<file path="src/design/serial_test_tx_regs.vh">
/*
  Register map, field positions, reset values and frame timing of the
  serial test transmitter.
  Assumes it is included by bare name from the design file.
*/
`ifndef SERIAL_TEST_TX_REGS_VH
`define SERIAL_TEST_TX_REGS_VH

// ****************************************
// byte addresses on the register bus
// ****************************************
`define KEY_FIRST_ADDR 32'hffff0880
`define CONTROL_ADDR 32'hffff0884
`define KEY_SECOND_ADDR 32'hffff0888
`define BYTES_ONE_TWO_ADDR 32'hffff088c
`define BYTES_THREE_FOUR_ADDR 32'hffff0890
`define BYTES_FIVE_SIX_ADDR 32'hffff0894

// ****************************************
// unlock key values
// ****************************************
`define KEY_FIRST_VALUE 16'h0007
`define KEY_SECOND_VALUE 16'h00b9

// ****************************************
// control register fields
// ****************************************
`define CTRL_ENABLE_BIT 0
`define CTRL_RESET_BIT 1
`define CTRL_COUNT_LSB 2
`define CTRL_COUNT_MSB 4
`define CTRL_STATE_LSB 5
`define CTRL_STATE_MSB 8
`define CTRL_RESET_VALUE 5'h00
`define DATA_RESET_VALUE 16'h0000

// ****************************************
// frame length in baud ticks, and most bytes per transfer
// ****************************************
`define FRAME_BITS 4'hc
`define MAX_BYTES 3'h6

`endif

</file>
<file path="src/design/serial_test_tx.v">
/*
  Serial test transmitter: AHB-Lite register slave, key-protected control
  register, three data registers, a two-entry byte buffer and a 12-bit
  frame shifter driving one output pin.
  Assumes a single AHB-Lite master, hready tied back from hreadyout, and a
  one-cycle baud_tick pulse from an external timer at the bit rate.
*/
`timescale 1ns/1ps
`default_nettype none
`include "serial_test_tx_regs.vh"

// How it works
// - each byte framed as start, eight data, even parity, two stop bits
// - the pin moves on by one bit at each baud tick
// - one to six bytes go out back to back as separate frames
// - first key write of 0x0007 must directly precede a control write
// - second key write of 0x00b9 must directly follow to commit it
// - control write without a correct preceding first key is dropped
// - a pending control write without correct second key is cancelled
// - byte one from low half of first data register, byte two high half
// - bytes three to six from second and third registers, low half first
// - count field bits 4:2, 000 means one byte, up to 101 six bytes
// - read-only state bits 8:5 nonzero while sending, zero when idle
// - committed reset bit clears the interface, control reads all zeros
// - control bit 0 enables the port, zero turns it off
// - sending waits until every needed data register has been written
// - control reads differently while sending, original value when done
module serial_test_tx #(
  parameter BUF_WIDTH = 8,
  parameter BUF_DEPTH = 2,
  parameter BUF_PTR_W = 1
)(
  input wire hclk,
  input wire hresetn,
  input wire hsel,
  input wire [31:0] haddr,
  input wire [1:0] htrans,
  input wire hwrite,
  input wire [2:0] hsize,
  input wire [31:0] hwdata,
  input wire hready,
  output wire hreadyout,
  output wire hresp,
  output reg [31:0] hrdata,
  input wire baud_tick,
  output reg test_pin
);

  // ****************************************
  // states
  // ****************************************
  localparam [2:0] K_IDLE = 3'b001;
  localparam [2:0] K_ARMED = 3'b010;
  localparam [2:0] K_PEND = 3'b100;

  localparam [3:0] S_IDLE = 4'b0001;
  localparam [3:0] S_WAIT = 4'b0010;
  localparam [3:0] S_SEND = 4'b0100;
  localparam [3:0] S_DRAIN = 4'b1000;

  // ****************************************
  // functions
  // ****************************************
  // count field to number of bytes, codes above five clamp to six
  function [2:0] byte_total;
    input [2:0] code;
    begin
      if (code > 3'h5)
        byte_total = `MAX_BYTES;
      else
        byte_total = code + 3'h1;
    end
  endfunction

  // data registers that must be written for a given count
  function [2:0] regs_needed;
    input [2:0] code;
    reg [2:0] n;
    begin
      n = byte_total(code);
      regs_needed = {n > 3'h4, n > 3'h2, 1'b1};
    end
  endfunction

  // ****************************************
  // declarations
  // ****************************************
  reg dp_valid;
  reg dp_write;
  reg [31:0] dp_addr;
  reg rd_done;
  reg [2:0] key_state;
  reg [4:0] pend_ctrl;
  reg [4:0] ctrl;
  reg [15:0] data0;
  reg [15:0] data1;
  reg [15:0] data2;
  reg [2:0] written;
  reg [3:0] state;
  reg [2:0] tx_total;
  reg [2:0] tx_idx;
  reg [BUF_WIDTH-1:0] buf_mem [0:BUF_DEPTH-1];
  reg [BUF_PTR_W-1:0] buf_wr;
  reg [BUF_PTR_W-1:0] buf_rd;
  reg [BUF_PTR_W:0] buf_count;
  reg [11:0] frame_sr;
  reg [3:0] bits_left;
  reg [7:0] next_byte;
  reg [15:0] next_read;

  wire wr_go;
  wire rd_go;
  wire in_space;
  wire commit;
  wire soft_reset;
  wire abort;
  wire done;
  wire push_valid;
  wire push_ready;
  wire pop_valid;
  wire pop_ready;
  wire [3:0] state_field;
  wire [BUF_WIDTH-1:0] pop_byte;

  // ****************************************
  // bus slave
  // ****************************************
  always @(posedge hclk or negedge hresetn)
  begin
    if (!hresetn)
    begin
      dp_valid <= 1'b0;
      dp_write <= 1'b0;
      dp_addr <= 32'h00000000;
    end
    else if (hready)
    begin
      dp_valid <= hsel & htrans[1];
      dp_write <= hwrite;
      dp_addr <= haddr;
    end
  end

  assign wr_go = dp_valid & dp_write;
  assign rd_go = dp_valid & ~dp_write & ~rd_done;
  // reads take one wait state so hrdata comes from a flip-flop
  assign hreadyout = ~rd_go;
  assign hresp = 1'b0;
  assign in_space = (dp_addr == `KEY_FIRST_ADDR) | (dp_addr == `CONTROL_ADDR)
    | (dp_addr == `KEY_SECOND_ADDR) | (dp_addr == `BYTES_ONE_TWO_ADDR)
    | (dp_addr == `BYTES_THREE_FOUR_ADDR) | (dp_addr == `BYTES_FIVE_SIX_ADDR);

  assign state_field = state & (S_SEND | S_DRAIN);

  always @*
  begin
    case (dp_addr)
      `CONTROL_ADDR: next_read = {7'h00, state_field, ctrl};
      `BYTES_ONE_TWO_ADDR: next_read = data0;
      `BYTES_THREE_FOUR_ADDR: next_read = data1;
      `BYTES_FIVE_SIX_ADDR: next_read = data2;
      default: next_read = 16'h0000;
    endcase
  end

  always @(posedge hclk or negedge hresetn)
  begin
    if (!hresetn)
    begin
      rd_done <= 1'b0;
      hrdata <= 32'h00000000;
    end
    else
    begin
      rd_done <= rd_go;
      if (rd_go)
        hrdata <= {16'h0000, next_read};
    end
  end

  // ****************************************
  // key sequence and registers
  // ****************************************
  assign commit = wr_go && key_state == K_PEND && dp_addr == `KEY_SECOND_ADDR
    && hwdata[15:0] == `KEY_SECOND_VALUE;
  assign soft_reset = commit & pend_ctrl[`CTRL_RESET_BIT];

  always @(posedge hclk or negedge hresetn)
  begin
    if (!hresetn)
    begin
      key_state <= K_IDLE;
      pend_ctrl <= `CTRL_RESET_VALUE;
      ctrl <= `CTRL_RESET_VALUE;
      data0 <= `DATA_RESET_VALUE;
      data1 <= `DATA_RESET_VALUE;
      data2 <= `DATA_RESET_VALUE;
      written <= 3'h0;
    end
    else
    begin
      if (wr_go && in_space)
      begin
        // any port write not continuing the sequence restarts it
        if (key_state == K_ARMED && dp_addr == `CONTROL_ADDR)
        begin
          pend_ctrl <= hwdata[4:0];
          key_state <= K_PEND;
        end
        else if (dp_addr == `KEY_FIRST_ADDR && hwdata[15:0] == `KEY_FIRST_VALUE
          && key_state != K_PEND)
          key_state <= K_ARMED;
        else if (dp_addr == `KEY_FIRST_ADDR && hwdata[15:0] == `KEY_FIRST_VALUE)
          key_state <= K_ARMED;
        else
          key_state <= K_IDLE;
      end
      if (soft_reset)
      begin
        ctrl <= `CTRL_RESET_VALUE;
        data0 <= `DATA_RESET_VALUE;
        data1 <= `DATA_RESET_VALUE;
        data2 <= `DATA_RESET_VALUE;
        written <= 3'h0;
      end
      else if (commit)
      begin
        ctrl <= pend_ctrl;
        written <= 3'h0;
      end
      else if (wr_go)
      begin
        // set wins over the clear at the end of a transfer
        case (dp_addr)
          `BYTES_ONE_TWO_ADDR:
          begin
            data0 <= hwdata[15:0];
            written <= (done ? 3'h0 : written) | 3'h1;
          end
          `BYTES_THREE_FOUR_ADDR:
          begin
            data1 <= hwdata[15:0];
            written <= (done ? 3'h0 : written) | 3'h2;
          end
          `BYTES_FIVE_SIX_ADDR:
          begin
            data2 <= hwdata[15:0];
            written <= (done ? 3'h0 : written) | 3'h4;
          end
          default:
            if (done)
              written <= 3'h0;
        endcase
      end
      else if (done)
        written <= 3'h0;
    end
  end

  // ****************************************
  // transfer sequencer
  // ****************************************
  assign abort = soft_reset | ~ctrl[`CTRL_ENABLE_BIT];
  assign done = (state == S_DRAIN) && buf_count == 0 && bits_left == 4'h0
    && baud_tick;
  assign push_valid = (state == S_SEND);

  always @*
  begin
    case (tx_idx)
      3'h0: next_byte = data0[7:0];
      3'h1: next_byte = data0[15:8];
      3'h2: next_byte = data1[7:0];
      3'h3: next_byte = data1[15:8];
      3'h4: next_byte = data2[7:0];
      default: next_byte = data2[15:8];
    endcase
  end

  always @(posedge hclk or negedge hresetn)
  begin
    if (!hresetn)
    begin
      state <= S_IDLE;
      tx_total <= 3'h1;
      tx_idx <= 3'h0;
    end
    else if (abort)
    begin
      state <= S_IDLE;
      tx_idx <= 3'h0;
    end
    else
    begin
      case (state)
        S_IDLE:
          state <= S_WAIT;
        S_WAIT:
          if ((written & regs_needed(ctrl[4:2])) == regs_needed(ctrl[4:2]))
          begin
            tx_total <= byte_total(ctrl[4:2]);
            tx_idx <= 3'h0;
            state <= S_SEND;
          end
        S_SEND:
          if (push_ready)
          begin
            tx_idx <= tx_idx + 3'h1;
            if (tx_idx == tx_total - 3'h1)
              state <= S_DRAIN;
          end
        S_DRAIN:
          if (done)
            state <= S_IDLE;
        default:
          state <= S_IDLE;
      endcase
    end
  end

  // ****************************************
  // two-entry byte buffer
  // ****************************************
  assign push_ready = (buf_count != BUF_DEPTH);
  assign pop_valid = (buf_count != 0);
  assign pop_byte = buf_mem[buf_rd];

  always @(posedge hclk or negedge hresetn)
  begin
    if (!hresetn)
    begin
      buf_wr <= {BUF_PTR_W{1'b0}};
      buf_rd <= {BUF_PTR_W{1'b0}};
      buf_count <= {(BUF_PTR_W+1){1'b0}};
    end
    else if (abort)
    begin
      buf_wr <= {BUF_PTR_W{1'b0}};
      buf_rd <= {BUF_PTR_W{1'b0}};
      buf_count <= {(BUF_PTR_W+1){1'b0}};
    end
    else
    begin
      if (push_valid && push_ready)
        buf_wr <= buf_wr + 1'b1;
      if (pop_valid && pop_ready)
        buf_rd <= buf_rd + 1'b1;
      if ((push_valid && push_ready) && !(pop_valid && pop_ready))
        buf_count <= buf_count + 1'b1;
      else if (!(push_valid && push_ready) && (pop_valid && pop_ready))
        buf_count <= buf_count - 1'b1;
    end
  end

  always @(posedge hclk)
  begin
    if (push_valid && push_ready)
      buf_mem[buf_wr] <= next_byte;
  end

  // ****************************************
  // frame shifter
  // ****************************************
  // a new frame is taken only when the previous stop bit has run a full tick
  assign pop_ready = baud_tick && bits_left == 4'h0;

  always @(posedge hclk or negedge hresetn)
  begin
    if (!hresetn)
    begin
      frame_sr <= 12'hfff;
      bits_left <= 4'h0;
      test_pin <= 1'b1;
    end
    else if (abort)
    begin
      frame_sr <= 12'hfff;
      bits_left <= 4'h0;
      test_pin <= 1'b1;
    end
    else if (baud_tick)
    begin
      if (bits_left != 4'h0)
      begin
        test_pin <= frame_sr[0];
        frame_sr <= {1'b1, frame_sr[11:1]};
        bits_left <= bits_left - 4'h1;
      end
      else if (pop_valid)
      begin
        // stop, stop, parity, data lsb first, start
        test_pin <= 1'b0;
        frame_sr <= {1'b1, 2'b11, ^pop_byte, pop_byte};
        bits_left <= `FRAME_BITS - 4'h1;
      end
      else
        test_pin <= 1'b1;
    end
  end

endmodule // serial_test_tx
`default_nettype wire

</file>
<file path="config.mk">
export PLATFORM = sky130hd
export DESIGN_NAME = serial_test_tx
export DESIGN_NICKNAME = d
export VERILOG_FILES = /design/src/design/serial_test_tx.v
export VERILOG_INCLUDE_DIRS = /design/src /design/src/design
export SDC_FILE = /design/constraint.sdc
export NUM_CORES = 1
export LEC_CHECK = 0
export ABC_AREA = 1
export BUFFER_PORTS_ARGS = -buffer_cell sky130_fd_sc_hd__buf_4
export CAP_MARGIN = 20
export CORE_ASPECT_RATIO = 1.25
export CORE_MARGIN = 4
export CORE_UTILIZATION = 35
export DETAILED_ROUTE_END_ITERATION = 7
export SLEW_MARGIN = 40
export SYNTH_ARGS = -nofsm -noshare
export SYNTH_HDL_FRONTEND = slang
export SYNTH_SLANG_ARGS = --single-unit
export TNS_END_PERCENT = 20
</file>
<file path="constraint.sdc">
create_clock -name hclk -period 1.9 [get_ports hclk]
set_input_delay 0.38 -clock hclk [delete_from_list [all_inputs] [get_ports hclk]]
set_output_delay 0.38 -clock hclk [all_outputs]
set_load 0.005 [all_outputs]
</file>
== Yosys cells after proc, flatten, opt, wreduce, memory -nomap -nowiden ==
Memory sizes are Yosys's and may differ from the RTL's.
Index checks and enable logic that the tools add are counted.
Cells by class
  magnitude comparators: 3
  reductions and logical operators: 42
  $add $sub $neg: 8
  bitwise gates (word level): 17
  equal/unequal tests: 27
  mux-type cells: 58
Operators by type and width (number)
  32-bit equality test (second input constant): 6
  16-bit 2-to-1 mux: 12
  16-bit case mux with 4 select lines: 1
  12-bit 2-to-1 mux: 4
  8-bit case mux with 5 select lines: 1
  4-bit 2-to-1 mux: 9
  3-bit 2-to-1 mux: 11
  2-bit nonzero test: 9
  16-bit by 3-bit equality test with 1-bit output (second input constant): 1
  16-bit by 8-bit equality test with 1-bit output (second input constant): 1
  4-bit case mux with 4 select lines: 1
  1-bit logical AND: 15
  3-bit AND reduction: 5
  1-bit 2-to-1 mux: 10
  2-bit 2-to-1 mux: 5
  5-bit 2-to-1 mux: 2
  3-bit by 2-bit equality test with 1-bit output (second input constant): 3
  3-bit != test (second input constant): 3
  3-bit case mux with 3 select lines: 1
  3-bit nonzero test: 3
  8-bit parity: 1
  3-bit by 1-bit adder with 3-bit output (second input constant): 2
  3-bit equality test: 2
  3-bit equality test (second input constant): 2
  other kinds (27): 45
Storage, ports and cells
  logic and storage cells: 177
  bits of input ports: 75
  output and inout port bits: 35
  register bits: 146
  RAM bits: 16
  memories kept: 1
Memories
  buf_mem: words 2, bits a word 8, rd ports 1, clocked after memory_dff 0, write ports 1, RTL line serial_test_tx.v:102  | reg [BUF_WIDTH-1:0] buf_mem [0:BUF_DEPTH-1];

== Depth between registers and ports, before layout ==
Gate-level depths: netlist of the first run.
  depth after elaboration: 13
  mapped depth: 14
  mapped depth without buffers: 13

== Least setup slack after synthesis of the first run ==
OpenSTA, ideal clock, no wires.
  path type: reg2reg
  from: register tx_idx[0]
  to: memory buf_mem[0][7] (data pin)
  library setup time: 0.275 ns
  arrival time: 1.413 ns
  period minus slack after synthesis: 1.689 ns
  path buffers: 1
  required time: 1.625 ns
  cell stages (with the launch flop): 8
  path slack: 0.211 ns
  cells stage by stage: dfrtp_1 -> ha_1 -> ha_1 -> buf_1 -> nor2_1 -> nand3_1 -> nor2_1 -> a31oi_1
On the way
  word-level cells in the longest chain between the ends: 2
  elaborated cells between the ends (all ways): 6
  those cells by class: 4 x eq/ne; 1 x mux; 1 x reduce/logical
RTL lines
  from (decl): RTL line serial_test_tx.v:101  | reg [2:0] tx_idx;
  from (signal assigned): RTL line serial_test_tx.v:308  | tx_idx <= tx_idx + 3'h1;
  3-bit equality test, or another cell as far along: RTL line serial_test_tx.v:270  | case (tx_idx)
  8-bit case mux with 5 select lines *: RTL line serial_test_tx.v:270
  named net next_byte[7]: RTL line serial_test_tx.v:108  | reg [7:0] next_byte;
  to (decl): RTL line serial_test_tx.v:102
Mark *: on every way through the listed nets, which the timed path passes. The rest lies on a longest branch.

== Final worst setup path of the first run ==
  from: register dp_addr[10]
  to: register data2[2]
On the way
  word-level cells in the longest chain between the ends: 6
  elaborated cells between the ends (all ways): 10
  those cells by class: 3 x eq/ne; 1 x mux; 1 x bitwise; 5 x reduce/logical
RTL lines
  from (decl): RTL line serial_test_tx.v:90  | reg [31:0] dp_addr;
  from (signal assigned): RTL line serial_test_tx.v:140  | dp_addr <= haddr;
  32-bit equality test (no line)
  1-bit logical AND (no line) (2 in series)
  1-bit bitwise AND: RTL line serial_test_tx.v:186  | assign soft_reset = commit & pend_ctrl[`CTRL_RESET_BIT];
  2-bit by 1-bit != test with 1-bit output (no line) or 2-bit nonzero test (tied branches)
  3-bit AND reduction (no line)
  to (signal assigned): RTL line serial_test_tx.v:197  | data2 <= `DATA_RESET_VALUE;
  to (signal assigned): RTL line serial_test_tx.v:223  | data2 <= `DATA_RESET_VALUE;
  to (signal assigned): RTL line serial_test_tx.v:247  | data2 <= hwdata[15:0];
  to (decl): RTL line serial_test_tx.v:97  | reg [15:0] data2;
Several ways; a longest one is shown, not always the timed one.
A chain may end at the register's enable or synchronous reset.

==> impl_metrics.yaml, run 1 <==
timing:
  period_minus_slack_ps: 1884
  hold_violations: 0
  maxSlewViolCount: 0
  finalClockSkew_ps: 7.963
  max_freq_mhz: 530.7
  tns_ps: 0
  setup_viol: 0
  whs_ps: 158.7
  period_share_pct: 99.18
  rsz0062_at_grt: "yes"
die:
  die_y_um: 179.9
  die_width_um: 145.5
  die_area_mm2: 0.02616
  rows: 62
  io-pin-count: 110
  initial_core_util_pct: 35.77
  design.core.area_mm2: 0.02312
synthesis:
  yosysTopAreaCell: "dfrtp_1"
  synth_top_area_share_pct: 39.34
  synth.yosys.seq_area_share_pct: 49.28
  ys_warn_count: 0
  syn-mean-instance-area_um2: 8.844
  postSynthRegisterBits: 159
  synth_area_mm2: 0.008269
  synth_area_leaders: "dfrtp_1, nand2_1, edfxtp_1"
  synth_cell_types: 55
  synthCells: 935
global_routing:
  grt_overflow: 0
  grt_pass1_wl_um: 34560
  antenna_found_initial: 0
  track_usage_pct: 16.24
  grt_max_degree: 51
  grt_pass1_vias: 6820
setup_path:
  cp.required_ps: 2250
  cp-end-kind: "flop"
  crit_arrival_ps: 2240
  slowest_delay_ps: 370
  crit_fanout: 11
  crit_path_top_delay_cell: "dfrtp_1"
  path_buf_inv: 3
  path_common_cell: "nand2_4"
  crit_type: "reg -> reg"
  crit_path_start_kind: "flop"
  crit_chain: "inv_2, nand2_1, nor2_2, nand2_4, inv_2, nand2_4, nor2_8, nand2_4, nand2_8, nor2_4, nor2_8, buf_12, nand2_1, o21ai_1"
  cp_top_family: "simple AND/OR/NAND/NOR gates"
cts:
  cts_tree: "done"
  cts_max_path_buffers: 2
  clkLatencyLatePin_ps: 430
  cts_sinks: 159
  cts-root-buf: "clkbuf_16"
  htreeDepth: 4
  clk_pin_slew_worst_paths_ps: 60
  cts_inserted_buffers: 17
routing:
  vias_per_cell: 4.868
  antenna_left: 0
  dr.pass1.iters: 6
  via_count: 6839
  drtIter0Drc: 399
  drc: 0
  routed_wl_um: 20870
  wl_per_cell_um: 14.85
cells_and_area:
  fillCellCount: 2249
  area_growth_pct: 28.73
  diodes: 0
  drive_above_1_share_pct: 31.96
  nets: 1188
  final_cells: 1405
pwr:
  vdd_drop_max_mv: 0.5638
  power.leakage_uw: 0.005238
  power.density_mw_per_mm2: 701.7
job:
  max_cap_violations: 0
status:
  outcome: "completed"
place:
  dp_hpwl_um: 15580
  io_buffers: 72
  gp_congestion: 0.8842
  placedCellCount: 1362
min_path:
  hp-class: "in -> reg"
[final cells by class]
cell class	instances	area, um2	area share (%)
sequential	159	4076	38.29
timing repair buffer	177	1559	14.65
inverter	124	475.5	4.466
multi-input combinational	625	3602	33.84
clock inverter	8	78.83	0.7405
tap	288	360.3	3.385
clock buffer	24	493.0	4.631
[tightest hold or removal path, stage by stage]
cell     delay (ps)
buf_4            70
nand2_1          40
o21ai_0          60
[kinds of logic (layout without fill, tap and decap cells)]
| family | count (synthesis) | in the layout | share of synthesized area, % |
|---|---|---|---|
| and+or+nand+nor | 403 | 403 | 23.53 |
| buffers and inverters | 167 | 333 | 9.351 |
| AOI/OAI and AO/OA | 170 | 170 | 13.13 |
| other | 1 | 17 | 0.04535 |
| muxes | 18 | 18 | 2.451 |
| adders and majority gates | 9 | 9 | 1.362 |
| DFF | 159 | 159 | 49.28 |
| xor gates and xnor gates | 8 | 8 | 0.8474 |
[power by group]
part           internal, uW  switching [uW]  total, uW
clock network          1950            1370       3320
registers              3530            61.6       3600
logic                   246             310        556
total                  5730            1740       7470
[cells in the mapped netlist (all sizes together)]
cell    instances
edfxtp         16
and2            1
xor2            3
o221ai          8
or2             4
nand3          42
o21ai          93
o211ai         15
clkinv          1
nand2         246
inv           123
clkbuf          9
a21oi           7
nor4            3
o22ai          33
nor3b           1
nor2           74
buf            34
dfstp          13
a221oi          1
a31oi           2
xnor2           5
nand4          21
mux2           18
o21a            1
ha              9
o31ai           1
dfrtp         130
o21bai          1
nor3           11
conb            1
a311oi          2
a211oi          6
[state kept, by name, summed over array words and instances, names as in the netlist, 2 cells and up]
| name | count |
|---|---|
| dp_addr | 32 |
| buf_mem | 16 |
| data0 | 16 |
| data1 | 16 |
| data2 | 16 |
| hrdata | 16 |
| frame_sr | 9 |
| ctrl | 5 |
| pend_ctrl | 5 |
| bits_left | 4 |
| state | 4 |
| key_state | 3 |
| tx_idx | 3 |
| tx_total | 3 |
| written | 3 |
| buf_count | 2 |
[placed cells by master (no fill, tap or decap), drive strengths merged, types with 2 or more instances in the layout]
cell type,Yosys,routed
nand2,246,246
buf,34,176
dfrtp,130,130
inv,123,124
o21ai,93,93
nor2,74,74
nand3,42,42
o22ai,33,33
clkbuf,9,24
nand4,21,21
mux2,18,18
conb,1,17
edfxtp,16,16
o211ai,15,15
dfstp,13,13
nor3,11,11
ha,9,9
o221ai,8,8
a21oi,7,7
a211oi,6,6
clkinv,1,6
xnor2,5,5
or2,4,4
nor4,3,3
xor2,3,3
a31oi,2,2
a311oi,2,2
[stage by stage]
step,setup slack (ps),util [%],instance area (um2),total power (uW)
final,15.60,46.05,10650,7470
after global routing,-105.9,46.05,10650,7775
after CTS,9.174,45.28,10470,7548
after detailed placement,-95.90,42.60,9847,4200
after global placement,-101.7,42.60,9847,4191
after floorplan,211.4,-,8329,3917
[metal layers]
| layer | vias to the layer above | wire length, um | GRT usage [%] |
|---|---|---|---|
| li1 | 3400 | - | - |
| met1 | 3220 | 8853 | 19.79 |
| met2 | 185 | 10380 | 28.37 |
| met3 | 34 | 1174 | 3.955 |
| met4 | 0 | 463 | 5.093 |
| met5 | - | 0 | 0 |
[path summary, 6_finish.rpt]
path | from | end | slack (ps) | cells after the start
max | dp_addr[10]$_DFFE_PN0P_ | data2[2]$_DFFE_PN0P_ | 20 | 14
min | haddr[15] | dp_addr[15]$_DFFE_PN0P_ | 160 | 3
max reg2reg | dp_addr[10]$_DFFE_PN0P_ | data2[2]$_DFFE_PN0P_ | 20 | 14
min reg2reg | tx_total[1]$_DFFE_PN0P_ | tx_total[1]$_DFFE_PN0P_ | 470 | 2
max in group asynchronous | hresetn | data2[1]$_DFFE_PN0P_ | 840 | 3
min in group asynchronous | hresetn | bits_left[2]$_DFFE_PN0P_ | 420 | 2
[timing repair]
item,CTS,global route
endpoints found under the hold margin,30,0
hold buffers,1,0
endpoints found under the setup margin,20,109
gates resized for setup,7,33
buffers inserted,2,9
pin swaps,4,19
Note: power is estimated with default switching activity, not from simulation.
==> inputs of run 2 (changes only) <==
--- a/config.mk
+++ b/config.mk
@@ -13,6 +13,7 @@
 export CORE_MARGIN = 4
 export CORE_UTILIZATION = 35
 export DETAILED_ROUTE_END_ITERATION = 7
+export GPL_TIMING_DRIVEN = 0
 export SLEW_MARGIN = 40
 export SYNTH_ARGS = -nofsm -noshare
 export SYNTH_HDL_FRONTEND = slang
==> run 2 against run 1 <==
  * The run now ends with setup timing left
  * Non-clock buffer count decreased by 32
  * Setup slack got worse by 65 ps
  * Clock skew increased by 9.0 ps
  * Final area about the same
  * Maximum frequency decreased by 3.4%
  * Critical path type unchanged
  * Critical endpoint is now hrdata[15]$_DFFE_PN0P_
==> impl_metrics.yaml, run 2 (synthesized netlist as in run 1, its figures left out) <==
cells_and_area:
  largest-register: "dp_addr"
  layout.cells.most_common: "nand2_1"
  final_cell_mix: "nand2_1, dfrtp_1, buf_4"
  drive_above_1_share_pct: 31.86
  diodes: 0
  area_growth_pct: 28.67
  largest_register_ffs: 32
  nets: 1157
min_path:
  min_from: "haddr[14]"
  hp-class: "in -> reg"
  holdPathEnd: "dp_addr[14]$_DFFE_PN0P_"
  holdPathStages: 3
die:
  design.core.area_mm2: 0.02312
  die_width_um: 145.5
  rows: 62
  die_y_um: 179.9
  io-pin-count: 110
  die_area_mm2: 0.02616
  initial_core_util_pct: 35.77
place:
  io_buffers: 71
  dp_slack_ps: -340.9
  dp_hpwl_um: 15550
  gp_congestion: 0.8524
global_routing:
  track_usage_pct: 16.13
  grt_max_degree: 69
  grt_pass1_vias: 6659
  grt_pass1_wl_um: 34160
  antenna_found_initial: 0
  grt_overflow: 0
routing:
  drc: 0
  routed_wl_um: 21770
  wl_per_cell_um: 15.84
  via_count: 6842
  drtIter0Drc: 395
  antenna_left: 0
  dr.pass1.iters: 8
  vias_per_cell: 4.980
status:
  outcome: "finished, violations left"
  violations: "setup timing"
setup_path:
  slowest_delay_ps: 370
  crit_type: "reg -> reg"
  cp-end-kind: "flop"
  crit_path_top_delay_cell: "o211ai_1"
  crit_chain: "inv_1, nand2_2, nor2_4, nand2_4, nor3_4, nand2_4, buf_8, o211ai_1, nand2_1, nand2_1"
  critPathLaunch: "dp_addr[8]$_DFFE_PN0P_"
  crit-reg2reg-launch: "dp_addr[8]$_DFFE_PN0P_"
  cp.required_ps: 2270
  r2r_end: "hrdata[15]$_DFFE_PN0P_"
  crit_arrival_ps: 2320
  ff2ff_path_depth: 10
  crit_fanout: 10
  reg2reg_slack_ps: -50
  path_buf_inv: 2
  crit_path_start_kind: "flop"
  cp_top_family: "simple AND/OR/NAND/NOR gates"
pwr:
  power_frac_seq_pct: 46.0
  swShare_pct: 23.34
  p_comb_share_pct: 7.2
  power.leakage_uw: 0.005171
  vdd_drop_max_mv: 0.6277
  power.density_mw_per_mm2: 735.6
  net-switching-power_uw: 1827
  p_int_uw: 6000
  clockPowerShare_pct: 46.7
job:
  max_cap_violations: 0
cts:
  clk_pin_slew_worst_paths_ps: 60
  cts-root-buf: "clkbuf_16"
  cts_max_path_buffers: 2
  cts_tree: "done"
  cts_inserted_buffers: 17
  clkLatencyLatePin_ps: 440
  htreeDepth: 4
  cts_sinks: 159
timing:
  setup_viol: 5
  finalClockSkew_ps: 16.95
  tns_ps: -128.9
  period_share_pct: 102.6
  hold_violations: 0
  maxSlewViolCount: 0
  max_freq_mhz: 512.9
  worstMarginPinSlew_ps: 582.6
  slew_headroom_pct: 60.80
  rsz0062_at_grt: "yes"
  period_minus_slack_ps: 1950
  fin_ws_ps: -49.84
-- run 2: cell types whose count changed in the layout (fill, tap and decap cells not counted), moves of 4 or more --
cell      delta
buf_4       -43
nand2_1     -12
buf_12      -12
nand2_4     +11
o221ai_2     +6
nand3_4      +4
o221ai_1     -6
-- run 2: power groups by stage --
stage | Combinational, uW | Clock, uW | Sequential [uW]
floorplan | 274 | 0 | 3640
global placement | 491 | 0 | 3650
detailed placement | 512 | 0 | 3660
CTS | 536 | 3710 | 3600
global route | 634 | 3880 | 3610
finish | 567 | 3660 | 3600
-- run 2: worst max path at each step --
stage | endpoint | cells past startpoint
global placement | hreadyout | 4
finish | hrdata[15]$_DFFE_PN0P_ | 10
CTS | hrdata[15]$_DFFE_PN0P_ | 10
detailed placement | buf_mem[1][1]$_DFFE_PP_ | 6
floorplan | buf_mem[0][7]$_DFFE_PP_ | 7
global route | hrdata[15]$_DFFE_PN0P_ | 10
-- run 2: cell type report --
type                       instances  area [um2]
fill                            2246       12480
sequential                       159        4075
multi-input combinational        626        3825
timing repair buffer             104       915.9
clock buffer                      21       481.7
inverter                         124       478.0
tap                              288       360.3
buffer                            41       351.6
clock inverter                    11       152.6
-- run 2: worst reg2reg max path, stage by stage, from the launching register on --
cell and delay [ps]:
dfrtp_1 360, inv_1 80, nand2_2 70, nor2_4 160, nand2_4 120, nor3_4 280
nand2_4 110, buf_8 160, o211ai_1 370, nand2_1 90, nand2_1 70
-- run 2: metrics by stage --
step                      hold slack (ps)  power [uW]  cells  utilization (%)  area (um2)
after floorplan                     84.41        3917    951                -        8329
after global placement              455.6        4146   1310            39.90        9223
after detailed placement            189.3        4170   1312            40.19        9290
after CTS                           141.3        7844   1348            43.69       10100
after global routing                144.8        8127   1374            46.03       10640
final                               145.1        7827   1374            46.03       10640
-- run 2: what timing repair did --
| item | CTS | global route |
|---|---|---|
| setup endpoints to repair | 82 | 111 |
| hold endpoints to repair | 10 | 0 |
| cloned | 1 | 4 |
| buffers inserted | 4 | 22 |
| pin swaps | 7 | 15 |
| gates resized for setup | 36 | 76 |
| hold buffers | 1 | 0 |
-- run 2: routing by layer --
metal | routed length [um] | part of all wire (%) | up-vias | global-route usage [%]
met3 | 1403 | 6.4 | 42 | 4.685
met1 | 8875 | 41 | 3243 | 19.17
li1 | - | - | 3337 | -
met4 | 542 | 2.5 | 0 | 6.461
met5 | 0 | 0 | - | 0
met2 | 10950 | 50 | 220 | 27.49
==> inputs of run 3 (changes only) <==
--- a/config.mk
+++ b/config.mk
@@ -14,6 +14,7 @@
 export CORE_UTILIZATION = 35
 export DETAILED_ROUTE_END_ITERATION = 7
 export GPL_TIMING_DRIVEN = 0
+export MAX_ROUTING_LAYER = met4
 export SLEW_MARGIN = 40
 export SYNTH_ARGS = -nofsm -noshare
 export SYNTH_HDL_FRONTEND = slang
==> run 3 against run 2 <==
  * The flow still finishes with violations (setup timing)
  * First-iteration DRC count grew 5.8%
  * Maximum frequency is 0.34% higher
  * Final area decreased by 0.32%
  * Power decreased by 0.22%
  * Largest power group unchanged
==> impl_metrics.yaml, run 3 (synthesized netlist as in run 1, its figures left out) <==
cts:
  cts_tree: "done"
  clkLatencyLatePin_ps: 430
  cts-root-buf: "clkbuf_16"
  clk_pin_slew_worst_paths_ps: 60
  cts_max_path_buffers: 2
  htreeDepth: 4
  cts_inserted_buffers: 17
  cts_sinks: 159
die:
  initial_core_util_pct: 35.77
  rows: 62
  io-pin-count: 110
  die_width_um: 145.5
  design.core.area_mm2: 0.02312
  die_y_um: 179.9
  die_area_mm2: 0.02616
global_routing:
  grtUsageMet3_pct: 4.156
  grt_busiest_layer: "met2"
  grt_pass1_wl_um: 34160
  grt_pass1_vias: 6644
  track_usage_pct: 16.60
  grt_max_degree: 69
  grt_overflow: 0
  met2_usage_pct: 27.40
  antenna_found_initial: 0
  use_met1_pct: 19.51
setup_path:
  crit_type: "reg -> reg"
  crit_fanout: 10
  cp-endpoint: "hrdata[15]$_DFFE_PN0P_"
  crit_path_top_delay_cell: "dfrtp_1"
  ff2ff_path_depth: 10
  reg2reg_slack_ps: -40
  slowest_delay_ps: 360
  cp-end-kind: "flop"
  crit_chain: "inv_1, nand2_2, nor2_4, nand2_4, nor3_4, nand2_4, buf_8, o211ai_1, nand2_1, nand2_1"
  crit-reg2reg-launch: "dp_addr[8]$_DFFE_PN0P_"
  critPathLaunch: "dp_addr[8]$_DFFE_PN0P_"
  crit_path_start_kind: "flop"
  crit_arrival_ps: 2310
  r2r_end: "hrdata[15]$_DFFE_PN0P_"
  cp.required_ps: 2270
pwr:
  swShare_pct: 23.25
  p_comb_share_pct: 7.1
  power.density_mw_per_mm2: 736.3
  p_int_uw: 5994
  power.leakage_uw: 0.005153
  net-switching-power_uw: 1816
  power_frac_seq_pct: 46.1
  clockPowerShare_pct: 46.8
  vdd_drop_max_mv: 0.6141
routing:
  drtIter0Drc: 418
  dr.pass1.iters: 6
  wl_per_cell_um: 15.77
  via_count: 6854
  drc: 0
  antenna_left: 0
  vias_per_cell: 4.992
  routed_wl_um: 21650
timing:
  rsz0062_at_grt: "yes"
  maxSlewViolCount: 0
  fin_ws_ps: -43.21
  max_freq_mhz: 514.6
  slew_headroom_pct: 61.05
  hold_violations: 0
  whs_ps: 154.3
  worstMarginPinSlew_ps: 578.9
  period_share_pct: 102.3
  finalClockSkew_ps: 7.533
  setup_viol: 5
  period_minus_slack_ps: 1943
place:
  gp_congestion: 0.8660
  dp_hpwl_um: 15550
  placedCellCount: 1312
  io_buffers: 71
cells_and_area:
  largest_register_ffs: 32
  diodes: 0
  area_growth_pct: 28.26
  layout.cells.most_common: "nand2_1"
  final_cell_mix: "nand2_1, dfrtp_1, buf_4"
  drive_above_1_share_pct: 31.89
  final_cells: 1373
  largest-register: "dp_addr"
  nets: 1156
status:
  violations: "setup timing"
  outcome: "finished, violations left"
min_path:
  hp-class: "in -> reg"
job:
  max_cap_violations: 0
## run 3: cell count changes in the layout (fill, tap and decap cells not counted), sizes merged
cell  delta
buf      -1
## run 3: repair_timing
item	4_1_cts	5_1_grt
pin swaps	7	16
hold buffers	1	0
gates resized for setup	36	65
setup endpoints to repair	82	111
hold endpoints to repair	10	0
buffers inserted	4	21
gates cloned	1	4
## run 3: critical path: cells and delay by family, from the launching register on
family	cells	cell delay, ps
and+or+nand+nor	7	900
DFF	1	360
AOI/OAI and AO/OA	1	360
buffers and inverters	2	240
## run 3: metrics by stage
stage	TNS, ps	total power, uW	worst slack (ps)	util, %	instance area (um2)
3_3_place_gp	-50390	4146	-652.7	39.90	9223
6_report	-68.16	7810	-43.21	45.88	10610
4_1_cts	-225.8	7844	-62.89	43.69	10100
5_1_grt	-3845	8112	-166.8	45.88	10610
2_1_floorplan	0	3917	211.4	-	8329
3_5_place_dp	-17050	4170	-340.9	40.19	9290
## run 3: how the worst min path moves through the flow
stage	from	cells past startpoint	endpoint	slack, ps
6_report	haddr[14]	3	dp_addr[14]$_DFFE_PN0P_	150
5_1_grt	haddr[5]	3	dp_addr[5]$_DFFE_PN0P_	150
4_1_cts	haddr[14]	3	dp_addr[14]$_DFFE_PN0P_	140
3_5_place_dp	hresetn	1	bits_left[1]$_DFFE_PN0P_	190
3_3_place_gp	tx_total[1]$_DFFE_PN0P_	2	tx_total[1]$_DFFE_PN0P_	460
2_1_floorplan	hresetn	0	bits_left[0]$_DFFE_PN0P_	80
## run 3: cell type report
| cell class | count | area [um2] |
|---|---|---|
| sequential | 159 | 4078 |
| timing repair buffer | 103 | 904.6 |
| multi-input combinational | 626 | 3807 |
| buffer | 41 | 344.1 |
| fill | 2251 | 12510 |
| tap | 288 | 360.3 |
| clock inverter | 11 | 152.6 |
| clock buffer | 21 | 481.7 |
| inverter | 124 | 478.0 |
## run 3: per-layer routing
metal,wire [um],up-vias
li1,-,3335
met1,8872,3218
met2,10660,241
met3,1318,60
met4,790,0
met5,0,-
## run 3: power by group through the flow
stage	combinational, uW	clock [uW]	sequential [uW]
after detailed placement	512	0	3660
after global placement	491	0	3650
after floorplan	274	0	3640
final	557	3650	3600
after CTS	536	3710	3600
after global routing	624	3880	3610
